### config.mk
export PLATFORM = sky130hd
export DESIGN_NAME = aex_exit_unit
export DESIGN_NICKNAME = d
export VERILOG_FILES = /design/src/aex_frame_addr.v /design/src/aex_exit_unit.v
export VERILOG_INCLUDE_DIRS = /design/src /design/src/src
export SDC_FILE = /design/constraint.sdc
export NUM_CORES = 2
export LEC_CHECK = 0
export ABC_AREA = 1
export BUFFER_PORTS_ARGS = -buffer_cell sky130_fd_sc_hd__buf_2
export CORE_AREA = 2 2 553 555
export DETAILED_ROUTE_END_ITERATION = 16
export DIE_AREA = 0 0 555 557
export HOLD_SLACK_MARGIN = 0.02
export REMOVE_ABC_BUFFERS = 1
export SLEW_MARGIN = 25
export SYNTH_ARGS = -nofsm -noshare
export SYNTH_HDL_FRONTEND = slang
export SYNTH_HIERARCHICAL = 1
export SYNTH_SLANG_ARGS = --single-unit
### constraint.sdc
create_clock -name CLOCK_I -period 21.6 [get_ports CLOCK_I]
set_clock_uncertainty 0.1 [all_clocks]
set_input_delay 2.16 -clock CLOCK_I [delete_from_list [all_inputs] [get_ports CLOCK_I]]
set_output_delay 2.16 -clock CLOCK_I [all_outputs]
set_load 0.005 [all_outputs]
### src/aex_map.vh
// constants for the asynchronous enclave exit unit
`ifndef AEX_MAP_VH
`define AEX_MAP_VH
// ----------------------------------------------------------------
// synthetic values
// ----------------------------------------------------------------
`define AEX_RESUME_LEAF     64'h0000_0000_0000_0003
`define AEX_FCW_FPERR       16'h037e
`define AEX_FCW_OTHER       16'h037f
`define AEX_FSW_FPERR       16'h8081
`define AEX_FSW_OTHER       16'h0000
`define AEX_VCS_SIMD        32'h0000_1f01
`define AEX_VCS_OTHER       32'h0000_1fb0
`define AEX_GP_ERRCODE      16'h0000
// flags bits cleared: cf pf af zf sf of rf
`define AEX_FLAGS_CLR_MASK  64'h0000_0000_0001_08d5
`define AEX_PAGE_SHIFT      12
`define AEX_CR2_LOW_MASK    64'hffff_ffff_ffff_f000
// ----------------------------------------------------------------
// event kinds on EVT_KIND_I
// ----------------------------------------------------------------
`define AEX_EVT_EXTINT      3'h0
`define AEX_EVT_NMI         3'h1
`define AEX_EVT_SMI         3'h2
`define AEX_EVT_EXCEPT      3'h3
`define AEX_EVT_VMEXIT      3'h4
// ----------------------------------------------------------------
// stack choice on STACK_SEL_O
// ----------------------------------------------------------------
`define AEX_STK_APP         2'h0
`define AEX_STK_RING        2'h1
`define AEX_STK_IST         2'h2
// ----------------------------------------------------------------
// slot register offsets
// ----------------------------------------------------------------
`define AEX_REG_CSLOT       4'h0
`define AEX_REG_NSLOT       4'h1
`define AEX_REG_OFFSET      4'h2
`define AEX_REG_FPAGES      4'h3
`define AEX_REG_BASE_LO     4'h4
`define AEX_REG_BASE_HI     4'h5
`define AEX_REG_CTRL        4'h6
`define AEX_REG_STATUS      4'h7
`endif

### src/aex_frame_addr.v
// save-area frame address calculator
`default_nettype none
module aex_frame_addr #(
  parameter SLOT_W = 8
) (
  input  wire [63:0]       base_i,
  input  wire [63:0]       offset_i,
  input  wire [SLOT_W-1:0] slot_i,
  input  wire [SLOT_W-1:0] pages_i,
  output wire [63:0]       addr_o
);
  wire [2*SLOT_W-1:0] page_idx;
  assign page_idx = slot_i * pages_i;
  // each page is 4 kbyte
  assign addr_o = base_i + offset_i + {{(52-2*SLOT_W){1'b0}}, page_idx, 12'h000};
endmodule
`default_nettype wire

### src/aex_exit_unit.v
// asynchronous enclave exit unit: save, synthetic state, slot stack
`default_nettype none
`include "aex_map.vh"
module aex_exit_unit #(
  parameter SLOT_W = 8
) (
  // clock and reset
  input  wire        CLOCK_I,
  input  wire        SYS_RST_I,
  // register port
  input  wire [3:0]  REG_ADDR_I,
  input  wire [31:0] REG_WDATA_I,
  input  wire        REG_WR_I,
  input  wire        REG_RD_I,
  output reg  [31:0] REG_RDATA_O,
  // core events
  input  wire        IN_ENCLAVE_I,
  input  wire        EVT_VALID_I,
  input  wire [2:0]  EVT_KIND_I,
  input  wire        EVT_FP_ERR_I,
  input  wire        EVT_SIMD_FP_I,
  input  wire        EVT_PF_I,
  input  wire        EVT_PF_VMEXIT_I,
  input  wire        EVT_PF_NESTED_I,
  input  wire        EVT_PRIV_CHG_I,
  input  wire        EVT_IST_I,
  input  wire        MODE64_I,
  input  wire        INVALIDATE_CACHE_NOFLUSH_EXEC_I,
  input  wire        ENTER_REQ_I,
  input  wire        RESUME_REQ_I,
  // thread context
  input  wire [63:0] TCS_PTR_I,
  input  wire [63:0] EXIT_PTR_I,
  input  wire [63:0] USER_SP_I,
  input  wire [63:0] USER_FP_I,
  input  wire [63:0] FLAGS_I,
  input  wire [63:0] FAULT_ADDR_I,
  input  wire [63:0] SEG_EXTRA0_I,
  input  wire [63:0] SEG_EXTRA1_I,
  // save memory handshake
  input  wire        SAVE_DONE_I,
  input  wire        RESTORE_DONE_I,
  output reg         SAVE_REQ_O,
  output reg         RESTORE_REQ_O,
  output reg  [63:0] FRAME_ADDR_O,
  output reg         EXTENDED_STATE_SAVE_LAYOUT64_O,
  // synthetic state
  output reg         SYNTH_LOAD_O,
  output reg         LEAVE_ENCLAVE_O,
  output reg         HANDLER_GO_O,
  output reg  [63:0] ACC_O,
  output reg  [63:0] BASE_O,
  output reg  [63:0] COUNT_O,
  output reg  [63:0] IP_O,
  output reg  [63:0] SP_O,
  output reg  [63:0] FP_O,
  output reg  [63:0] FLAGS_O,
  output reg         ZERO_DSI_O,
  output reg         ZERO_UPPER_O,
  output reg         FPU_INIT_O,
  output reg  [15:0] FCW_O,
  output reg  [15:0] FSW_O,
  output reg  [31:0] VCS_O,
  output reg  [63:0] FAULT_ADDR_O,
  output reg         FAULT_ADDR_WE_O,
  output reg  [63:0] SEG_EXTRA0_O,
  output reg  [63:0] SEG_EXTRA1_O,
  output reg  [1:0]  STACK_SEL_O,
  // entry answer and faults
  output reg         ENTER_OK_O,
  output reg         ENTER_FAIL_O,
  output reg         GP_FAULT_O,
  output reg  [15:0] GP_ERRCODE_O
);
  // ----------------------------------------------------------------
  // states
  // ----------------------------------------------------------------
  localparam ST_IDLE  = 3'h0;
  localparam ST_SAVE  = 3'h1;
  localparam ST_SYNTH = 3'h2;
  localparam ST_LEAVE = 3'h3;
  localparam ST_REST  = 3'h4;

  reg [2:0]        state_r;
  reg [SLOT_W-1:0] cslot_r;
  reg [SLOT_W-1:0] nslot_r;
  reg [SLOT_W-1:0] fpages_r;
  reg [63:0]       offset_r;
  reg [63:0]       base_r;
  reg              prot_on_r;
  reg              mode64_r;
  reg              fperr_r;
  reg              simd_r;
  reg              pf_clr_r;
  reg [63:0]       seg0_r;
  reg [63:0]       seg1_r;
  reg [2:0]        last_kind_r;
  reg [31:0]       rdata_nxt;
  wire [63:0]      frame_addr;
  wire             exit_evt;
  wire [SLOT_W-1:0] slot_sel;
  wire [63:0]      wmask;

  // a resume and the restore behind it use the last frame filled; an exit uses the next free one
  assign slot_sel = (state_r == ST_REST || (RESUME_REQ_I && !ENTER_REQ_I && !exit_evt)) ?
                    cslot_r - 1'b1 : cslot_r;
  assign exit_evt = EVT_VALID_I && IN_ENCLAVE_I && (EVT_KIND_I <= `AEX_EVT_VMEXIT);
  assign wmask    = mode64_r ? 64'hffff_ffff_ffff_ffff : 64'h0000_0000_ffff_ffff;

  aex_frame_addr #(
    .SLOT_W (SLOT_W)
  ) u_frame (
    .base_i   (base_r),
    .offset_i (offset_r),
    .slot_i   (slot_sel),
    .pages_i  (fpages_r),
    .addr_o   (frame_addr)
  );

  // ----------------------------------------------------------------
  // register port
  // ----------------------------------------------------------------
  always @* begin
    case (REG_ADDR_I)
      `AEX_REG_CSLOT:   rdata_nxt = {{(32-SLOT_W){1'b0}}, cslot_r};
      `AEX_REG_NSLOT:   rdata_nxt = {{(32-SLOT_W){1'b0}}, nslot_r};
      `AEX_REG_OFFSET:  rdata_nxt = offset_r[31:0];
      `AEX_REG_FPAGES:  rdata_nxt = {{(32-SLOT_W){1'b0}}, fpages_r};
      `AEX_REG_BASE_LO: rdata_nxt = base_r[31:0];
      `AEX_REG_BASE_HI: rdata_nxt = base_r[63:32];
      `AEX_REG_CTRL:    rdata_nxt = {31'h0, prot_on_r};
      `AEX_REG_STATUS:  rdata_nxt = {26'h0, last_kind_r, state_r};
      default:          rdata_nxt = 32'h0000_0000;
    endcase
  end

  // read data stand for one cycle only; zero otherwise so stale data is never taken
  always @(posedge CLOCK_I) begin
    if (SYS_RST_I) begin
      REG_RDATA_O <= 32'h0000_0000;
    end else if (REG_RD_I) begin
      REG_RDATA_O <= rdata_nxt;
    end else begin
      REG_RDATA_O <= 32'h0000_0000;
    end
  end

  // ----------------------------------------------------------------
  // configuration and slot stack
  // ----------------------------------------------------------------
  always @(posedge CLOCK_I) begin
    if (SYS_RST_I) begin
      nslot_r   <= {SLOT_W{1'b0}};
      // one page per frame after reset so frames never overlap before software sets a size
      fpages_r  <= {{(SLOT_W-1){1'b0}}, 1'b1};
      offset_r  <= 64'h0000_0000_0000_0000;
      base_r    <= 64'h0000_0000_0000_0000;
      prot_on_r <= 1'b0;
    end else if (REG_WR_I) begin
      case (REG_ADDR_I)
        `AEX_REG_NSLOT:   nslot_r   <= REG_WDATA_I[SLOT_W-1:0];
        `AEX_REG_OFFSET:  offset_r  <= {32'h0, REG_WDATA_I};
        `AEX_REG_FPAGES:  fpages_r  <= REG_WDATA_I[SLOT_W-1:0];
        `AEX_REG_BASE_LO: base_r[31:0]  <= REG_WDATA_I;
        `AEX_REG_BASE_HI: base_r[63:32] <= REG_WDATA_I;
        `AEX_REG_CTRL:    prot_on_r <= REG_WDATA_I[0];
        default:          prot_on_r <= prot_on_r;
      endcase
    end
  end

  // ----------------------------------------------------------------
  // exit and resume sequencer
  // ----------------------------------------------------------------
  always @(posedge CLOCK_I) begin
    if (SYS_RST_I) begin
      state_r          <= ST_IDLE;
      cslot_r          <= {SLOT_W{1'b0}};
      mode64_r         <= 1'b0;
      fperr_r          <= 1'b0;
      simd_r           <= 1'b0;
      pf_clr_r         <= 1'b0;
      last_kind_r      <= 3'h0;
      seg0_r           <= 64'h0000_0000_0000_0000;
      seg1_r           <= 64'h0000_0000_0000_0000;
      SAVE_REQ_O       <= 1'b0;
      RESTORE_REQ_O    <= 1'b0;
      FRAME_ADDR_O     <= 64'h0000_0000_0000_0000;
      EXTENDED_STATE_SAVE_LAYOUT64_O <= 1'b0;
      SYNTH_LOAD_O     <= 1'b0;
      LEAVE_ENCLAVE_O  <= 1'b0;
      HANDLER_GO_O     <= 1'b0;
      ACC_O            <= 64'h0000_0000_0000_0000;
      BASE_O           <= 64'h0000_0000_0000_0000;
      COUNT_O          <= 64'h0000_0000_0000_0000;
      IP_O             <= 64'h0000_0000_0000_0000;
      SP_O             <= 64'h0000_0000_0000_0000;
      FP_O             <= 64'h0000_0000_0000_0000;
      FLAGS_O          <= 64'h0000_0000_0000_0000;
      ZERO_DSI_O       <= 1'b0;
      ZERO_UPPER_O     <= 1'b0;
      FPU_INIT_O       <= 1'b0;
      FCW_O            <= `AEX_FCW_OTHER;
      FSW_O            <= `AEX_FSW_OTHER;
      VCS_O            <= `AEX_VCS_OTHER;
      FAULT_ADDR_O     <= 64'h0000_0000_0000_0000;
      FAULT_ADDR_WE_O  <= 1'b0;
      SEG_EXTRA0_O     <= 64'h0000_0000_0000_0000;
      SEG_EXTRA1_O     <= 64'h0000_0000_0000_0000;
      STACK_SEL_O      <= `AEX_STK_APP;
      ENTER_OK_O       <= 1'b0;
      ENTER_FAIL_O     <= 1'b0;
      GP_FAULT_O       <= 1'b0;
      GP_ERRCODE_O     <= `AEX_GP_ERRCODE;
    end else begin
      // one-cycle strobes fall back by default
      SYNTH_LOAD_O    <= 1'b0;
      LEAVE_ENCLAVE_O <= 1'b0;
      HANDLER_GO_O    <= 1'b0;
      FAULT_ADDR_WE_O <= 1'b0;
      ENTER_OK_O      <= 1'b0;
      ENTER_FAIL_O    <= 1'b0;
      // every attempt faults while protections are on; nothing is counted or masked
      GP_FAULT_O      <= INVALIDATE_CACHE_NOFLUSH_EXEC_I && prot_on_r;
      GP_ERRCODE_O    <= `AEX_GP_ERRCODE;
      if (REG_WR_I && REG_ADDR_I == `AEX_REG_CSLOT && state_r == ST_IDLE) begin
        cslot_r <= REG_WDATA_I[SLOT_W-1:0];
      end
      case (state_r)
        ST_IDLE: begin
          if (exit_evt) begin
            // capture mode and fault causes; stack choice and context values other than the extra segments are still read from inputs at synthetic load
            mode64_r     <= MODE64_I;
            fperr_r      <= EVT_FP_ERR_I;
            simd_r       <= EVT_SIMD_FP_I;
            pf_clr_r     <= EVT_PF_I && !EVT_PF_VMEXIT_I && !EVT_PF_NESTED_I;
            last_kind_r  <= EVT_KIND_I;
            FRAME_ADDR_O <= frame_addr;
            EXTENDED_STATE_SAVE_LAYOUT64_O <= MODE64_I;
            SAVE_REQ_O   <= 1'b1;
            state_r      <= ST_SAVE;
          end else if (ENTER_REQ_I || RESUME_REQ_I) begin
            // latch extra segments at every entry or resume
            seg0_r <= SEG_EXTRA0_I;
            seg1_r <= SEG_EXTRA1_I;
            if (ENTER_REQ_I) begin
              ENTER_OK_O   <= (cslot_r < nslot_r);
              ENTER_FAIL_O <= !(cslot_r < nslot_r);
            end else if (cslot_r != {SLOT_W{1'b0}}) begin
              // the address must stand with the request: the memory side may start at once
              FRAME_ADDR_O  <= frame_addr;
              RESTORE_REQ_O <= 1'b1;
              state_r       <= ST_REST;
            end else begin
              ENTER_FAIL_O <= 1'b1;
            end
          end
        end
        ST_SAVE: begin
          // synthetic load waits for the save to land in the frame
          if (SAVE_DONE_I) begin
            SAVE_REQ_O <= 1'b0;
            cslot_r    <= cslot_r + 1'b1;
            state_r    <= ST_SYNTH;
          end
        end
        ST_SYNTH: begin
          SYNTH_LOAD_O <= 1'b1;
          ACC_O    <= `AEX_RESUME_LEAF;
          BASE_O   <= TCS_PTR_I & wmask;
          COUNT_O  <= EXIT_PTR_I & wmask;
          IP_O     <= EXIT_PTR_I & wmask;
          SP_O     <= USER_SP_I & wmask;
          FP_O     <= USER_FP_I & wmask;
          FLAGS_O  <= FLAGS_I & ~`AEX_FLAGS_CLR_MASK & wmask;
          ZERO_DSI_O   <= 1'b1;
          ZERO_UPPER_O <= mode64_r;
          FPU_INIT_O   <= 1'b1;
          FCW_O <= fperr_r ? `AEX_FCW_FPERR : `AEX_FCW_OTHER;
          FSW_O <= fperr_r ? `AEX_FSW_FPERR : `AEX_FSW_OTHER;
          VCS_O <= simd_r ? `AEX_VCS_SIMD : `AEX_VCS_OTHER;
          FAULT_ADDR_O    <= FAULT_ADDR_I & `AEX_CR2_LOW_MASK;
          FAULT_ADDR_WE_O <= pf_clr_r;
          SEG_EXTRA0_O <= seg0_r;
          SEG_EXTRA1_O <= seg1_r;
          if (EVT_IST_I) begin
            STACK_SEL_O <= `AEX_STK_IST;
          end else if (EVT_PRIV_CHG_I) begin
            STACK_SEL_O <= `AEX_STK_RING;
          end else begin
            STACK_SEL_O <= `AEX_STK_APP;
          end
          state_r <= ST_LEAVE;
        end
        ST_LEAVE: begin
          LEAVE_ENCLAVE_O <= 1'b1;
          HANDLER_GO_O    <= 1'b1;
          ZERO_DSI_O      <= 1'b0;
          ZERO_UPPER_O    <= 1'b0;
          FPU_INIT_O      <= 1'b0;
          state_r         <= ST_IDLE;
        end
        ST_REST: begin
          FRAME_ADDR_O <= frame_addr;
          if (RESTORE_DONE_I) begin
            RESTORE_REQ_O <= 1'b0;
            cslot_r       <= cslot_r - 1'b1;
            ENTER_OK_O    <= 1'b1;
            state_r       <= ST_IDLE;
          end
        end
        default: begin
          state_r <= ST_IDLE;
        end
      endcase
    end
  end
endmodule
`default_nettype wire

==> key figures <==
Pwr
  • Power Density: 88.6 nW/um^2
  • Pwr Total: 4.94 mW
  • Max VDD drop: 0.0681 mV
  • Pleak: 27.8 nW

Worst setup path
  • CP Launch Type: primary input
  • Crit path top cell by count: nand2_1
  • Reg2reg setup slack: 13.39 ns
  • Worst setup path start: EVT_KIND_I[0]
  • Crit path max fanout: 15
  • FF-to-FF End: FRAME_ADDR_O[62]
  • RR Startpoint: cslot_r[0]
  • R2R depth: 35
  • CP required: 22.20 ns
  • Max incr delay on CP: 0.75 ns
  • Worst setup EP type: flip-flop
  • Critical Path AT: 9.91 ns
  • Setup CP Type: primary input to flip-flop
  • CP endpoint: FRAME_ADDR_O[62]
  • Highest-delay cell along the critical path: o21ai_1

Logic synthesis
  • Mapped Area: 42,700 sq um
  • Fraction of registers with async set/reset: 0%
  • Most used DFF post-synth: dfxtp_1
  • Mean Syn Cell Area: 7.05 sq um
  • Yosys reg bits: 865
  • Sequential share of the synthesized area: 40.6%
  • Netlist cell types: 38
  • Syn Inst Count: 6,051
  • Yosys warns: 6
  • Number of synthesized flops with an enable pin: 0

Clocking
  • # hold bufs at CTS: 0
  • Clock slew at reported path FFs: 0.07 ns
  • Post-CTS resize count: 0
  • Num CTS Buffers: 111
  • Postcts setup bufs: 0
  • Clk buf depth: 4
  • CTS tree: done
  • Clk_lat worst skew: 0.89 ns
  • CTS H-tree depth: 3
  • CTS root buffer: clkbuf_16
  • CTS sink count: 865

GRT
  • Number of global-route vias before repair: 39,800
  • Initial antenna violation count: 151
  • Gr usage total: 15.6%
  • GR Overflow Total: 0
  • Largest net degree at the start of global routing: 149
  • First-pass GRT wire length: 333,000 um

Detailed routing
  • Initial drt markers: 3,135
  • DR pass1 iterations: 6
  • Met2 WL: 129,000 um
  • WL final: 253,000 um
  • # DRC: 0
  • Wire per inst: 22.6 um
  • Highest signal layer in the routed design: met5
  • Met1 WL: 91,600 um
  • Routed Antenna Nets: 0
  • Via count: 43,200
  • Via-per-instance ratio: 3.85
  • Met3 routed WL: 20,400 um

Timing
  • Worst slew pin tran: 1.03 ns
  • PnR worst setup slack: 12.29 ns
  • Total Negative Setup Slacks: 0 ns
  • Fmax: 0.107 GHz
  • Final setup vio count: 0
  • Post-route minimum period: 9.31 ns
  • Final period util: 43.1%
  • Unrepaired setup endpoints after global routing: false
  • Fin Hold WS: 0.351 ns
  • Final Max Slew Viols: 0
  • Final hold viol count: 0
  • Slew Limit Headroom: 31.1%

Layout
  • Fin nets: 7,841
  • P&R area growth vs syn: 30.6%
  • Most common cell after layout, fill and taps aside: buf_2
  • Finished Layout Cells: 11,200
  • FF/Latch Area: 17,300 sq um
  • Layout cells sized above 1: 22.0%
  • Multi-input gate area: 20,500 sq um
  • Finished Core Util: 18.3%
  • Leading cell types in the layout, fill and taps excluded: buf_2, nand2_1, nor2_1
  • Layout filler cell count: 34,900
  • Final Cell Area: 55,700 sq um

Placement
  • RePlAce Congestion: 0.923
  • Cell total after placement: 10,900
  • Post-DP HPWL: 205,000 um
  • Area after DPL: 51,800 sq um
  • Count of port buffers added during placement: 1,228
  • Dpl ws: 11.56 ns

Die
  • Initial Util: 14.0%
  • # rows: 203
  • Die Wd: 555 um
  • Core area: 304,000 sq um
  • Io pins: 1,401
  • DIE HEIGHT: 557 um
  • Area of the die: 309,000 sq um

Outcome
  • Status: complete, no violations

Flow run
  • MaxCap Viol Count: 0

Min path
  • Worst hold path class: flip-flop to flip-flop
## synthesized netlist by cell type, types with 3 or more instances
master / number / area share (%)
a211oi_1: 3 / 0.053
a21oi_1: 477 / 5.6
buf_1: 16 / 0.14
buf_2: 93 / 1.1
buf_4: 235 / 4.1
buf_6: 5 / 0.13
clkbuf_1: 210 / 1.8
clkinv_1: 5 / 0.044
dfxtp_1: 865 / 41
fa_1: 53 / 2.5
ha_1: 154 / 4.5
inv_1: 636 / 5.6
inv_2: 22 / 0.19
nand2_1: 1177 / 10
nand2_2: 36 / 0.53
nand3_1: 470 / 5.5
nand3_2: 9 / 0.21
nand4_1: 20 / 0.29
nor2_1: 941 / 8.3
nor2_2: 27 / 0.40
nor2_4: 11 / 0.29
nor3_1: 16 / 0.19
nor3_2: 3 / 0.070
o21ai_0: 292 / 3.4
o21ai_1: 167 / 2.0
o21bai_1: 6 / 0.11
o221ai_1: 22 / 0.45
o22ai_1: 16 / 0.23
xnor2_1: 8 / 0.16
xor2_1: 42 / 0.86
## worst max-delay path, delay by kind of cell
| kind | cells | cell delay, ns |
|---|---|---|
| adders and majority gates | 7 | 3.29 |
| xor gates and xnor gates | 1 | 0.32 |
| buffers and inverters | 6 | 0.38 |
| and+or+nand+nor | 16 | 2.19 |
| AOI/OAI and AO/OA | 5 | 1.56 |
## kinds of logic after synthesis
family	Yosys count	synth area share, %
AO/OA/AOI/OAI	990	12.0
adder cells (fa/ha/maj)	207	7.00
buffers and inverters	1222	13.2
XOR/XNOR	50	1.03
AND/OR/NAND/NOR	2715	26.2
other	2	0.0176
flip-flops	865	40.6
## layer usage
layer / GRT usage, % / vias up
met2: 28.5 / 1684
met5: 0 / -
met1: 16.5 / 20100
met3: 4.60 / 454
met4: 6.50 / 60
li1: - / 20900
## cell type report
cell class,instances,area share [%]
diodes,59,0.265
clock buffers,143,5.41
clock inverters,58,1.34
inverters,663,4.51
multi-input cells,4147,36.7
flip-flops and latches,865,31.1
well taps,3997,8.97
repair buffers,1276,11.7
## worst min path at each step
stage          startpoint         endpoint  cells past startpoint
6_report         pf_clr_r  FAULT_ADDR_WE_O                      2
5_1_grt        SAVE_REQ_O       SAVE_REQ_O                      2
4_1_cts          pf_clr_r  FAULT_ADDR_WE_O                      2
3_5_place_dp     pf_clr_r  FAULT_ADDR_WE_O                      2
3_3_place_gp     FCW_O[0]         FCW_O[0]                      2
2_1_floorplan    pf_clr_r  FAULT_ADDR_WE_O                      2
## report_power, final
group / total, mW / switching [mW] / internal (mW)
logic: 1.11 / 0.760 / 0.351
clock network: 1.99 / 0.831 / 1.16
registers: 1.84 / 0.0918 / 1.75
total: 4.94 / 1.68 / 3.25
## sequential cells by signal, indices dropped and copies added (netlist names), 2 cells and up
name          cells
VCS_O             2
offset_r         32
SEG_EXTRA1_O     64
FAULT_ADDR_O     52
seg1_r           64
state_r           3
FLAGS_O          57
last_kind_r       3
SP_O             64
REG_RDATA_O      32
BASE_O           64
seg0_r           64
cslot_r           8
FP_O             64
FRAME_ADDR_O     64
IP_O             64
STACK_SEL_O       2
SEG_EXTRA0_O     64
nslot_r           8
base_r           64
fpages_r          8
Note: power is estimated with default switching activity, not from simulation.
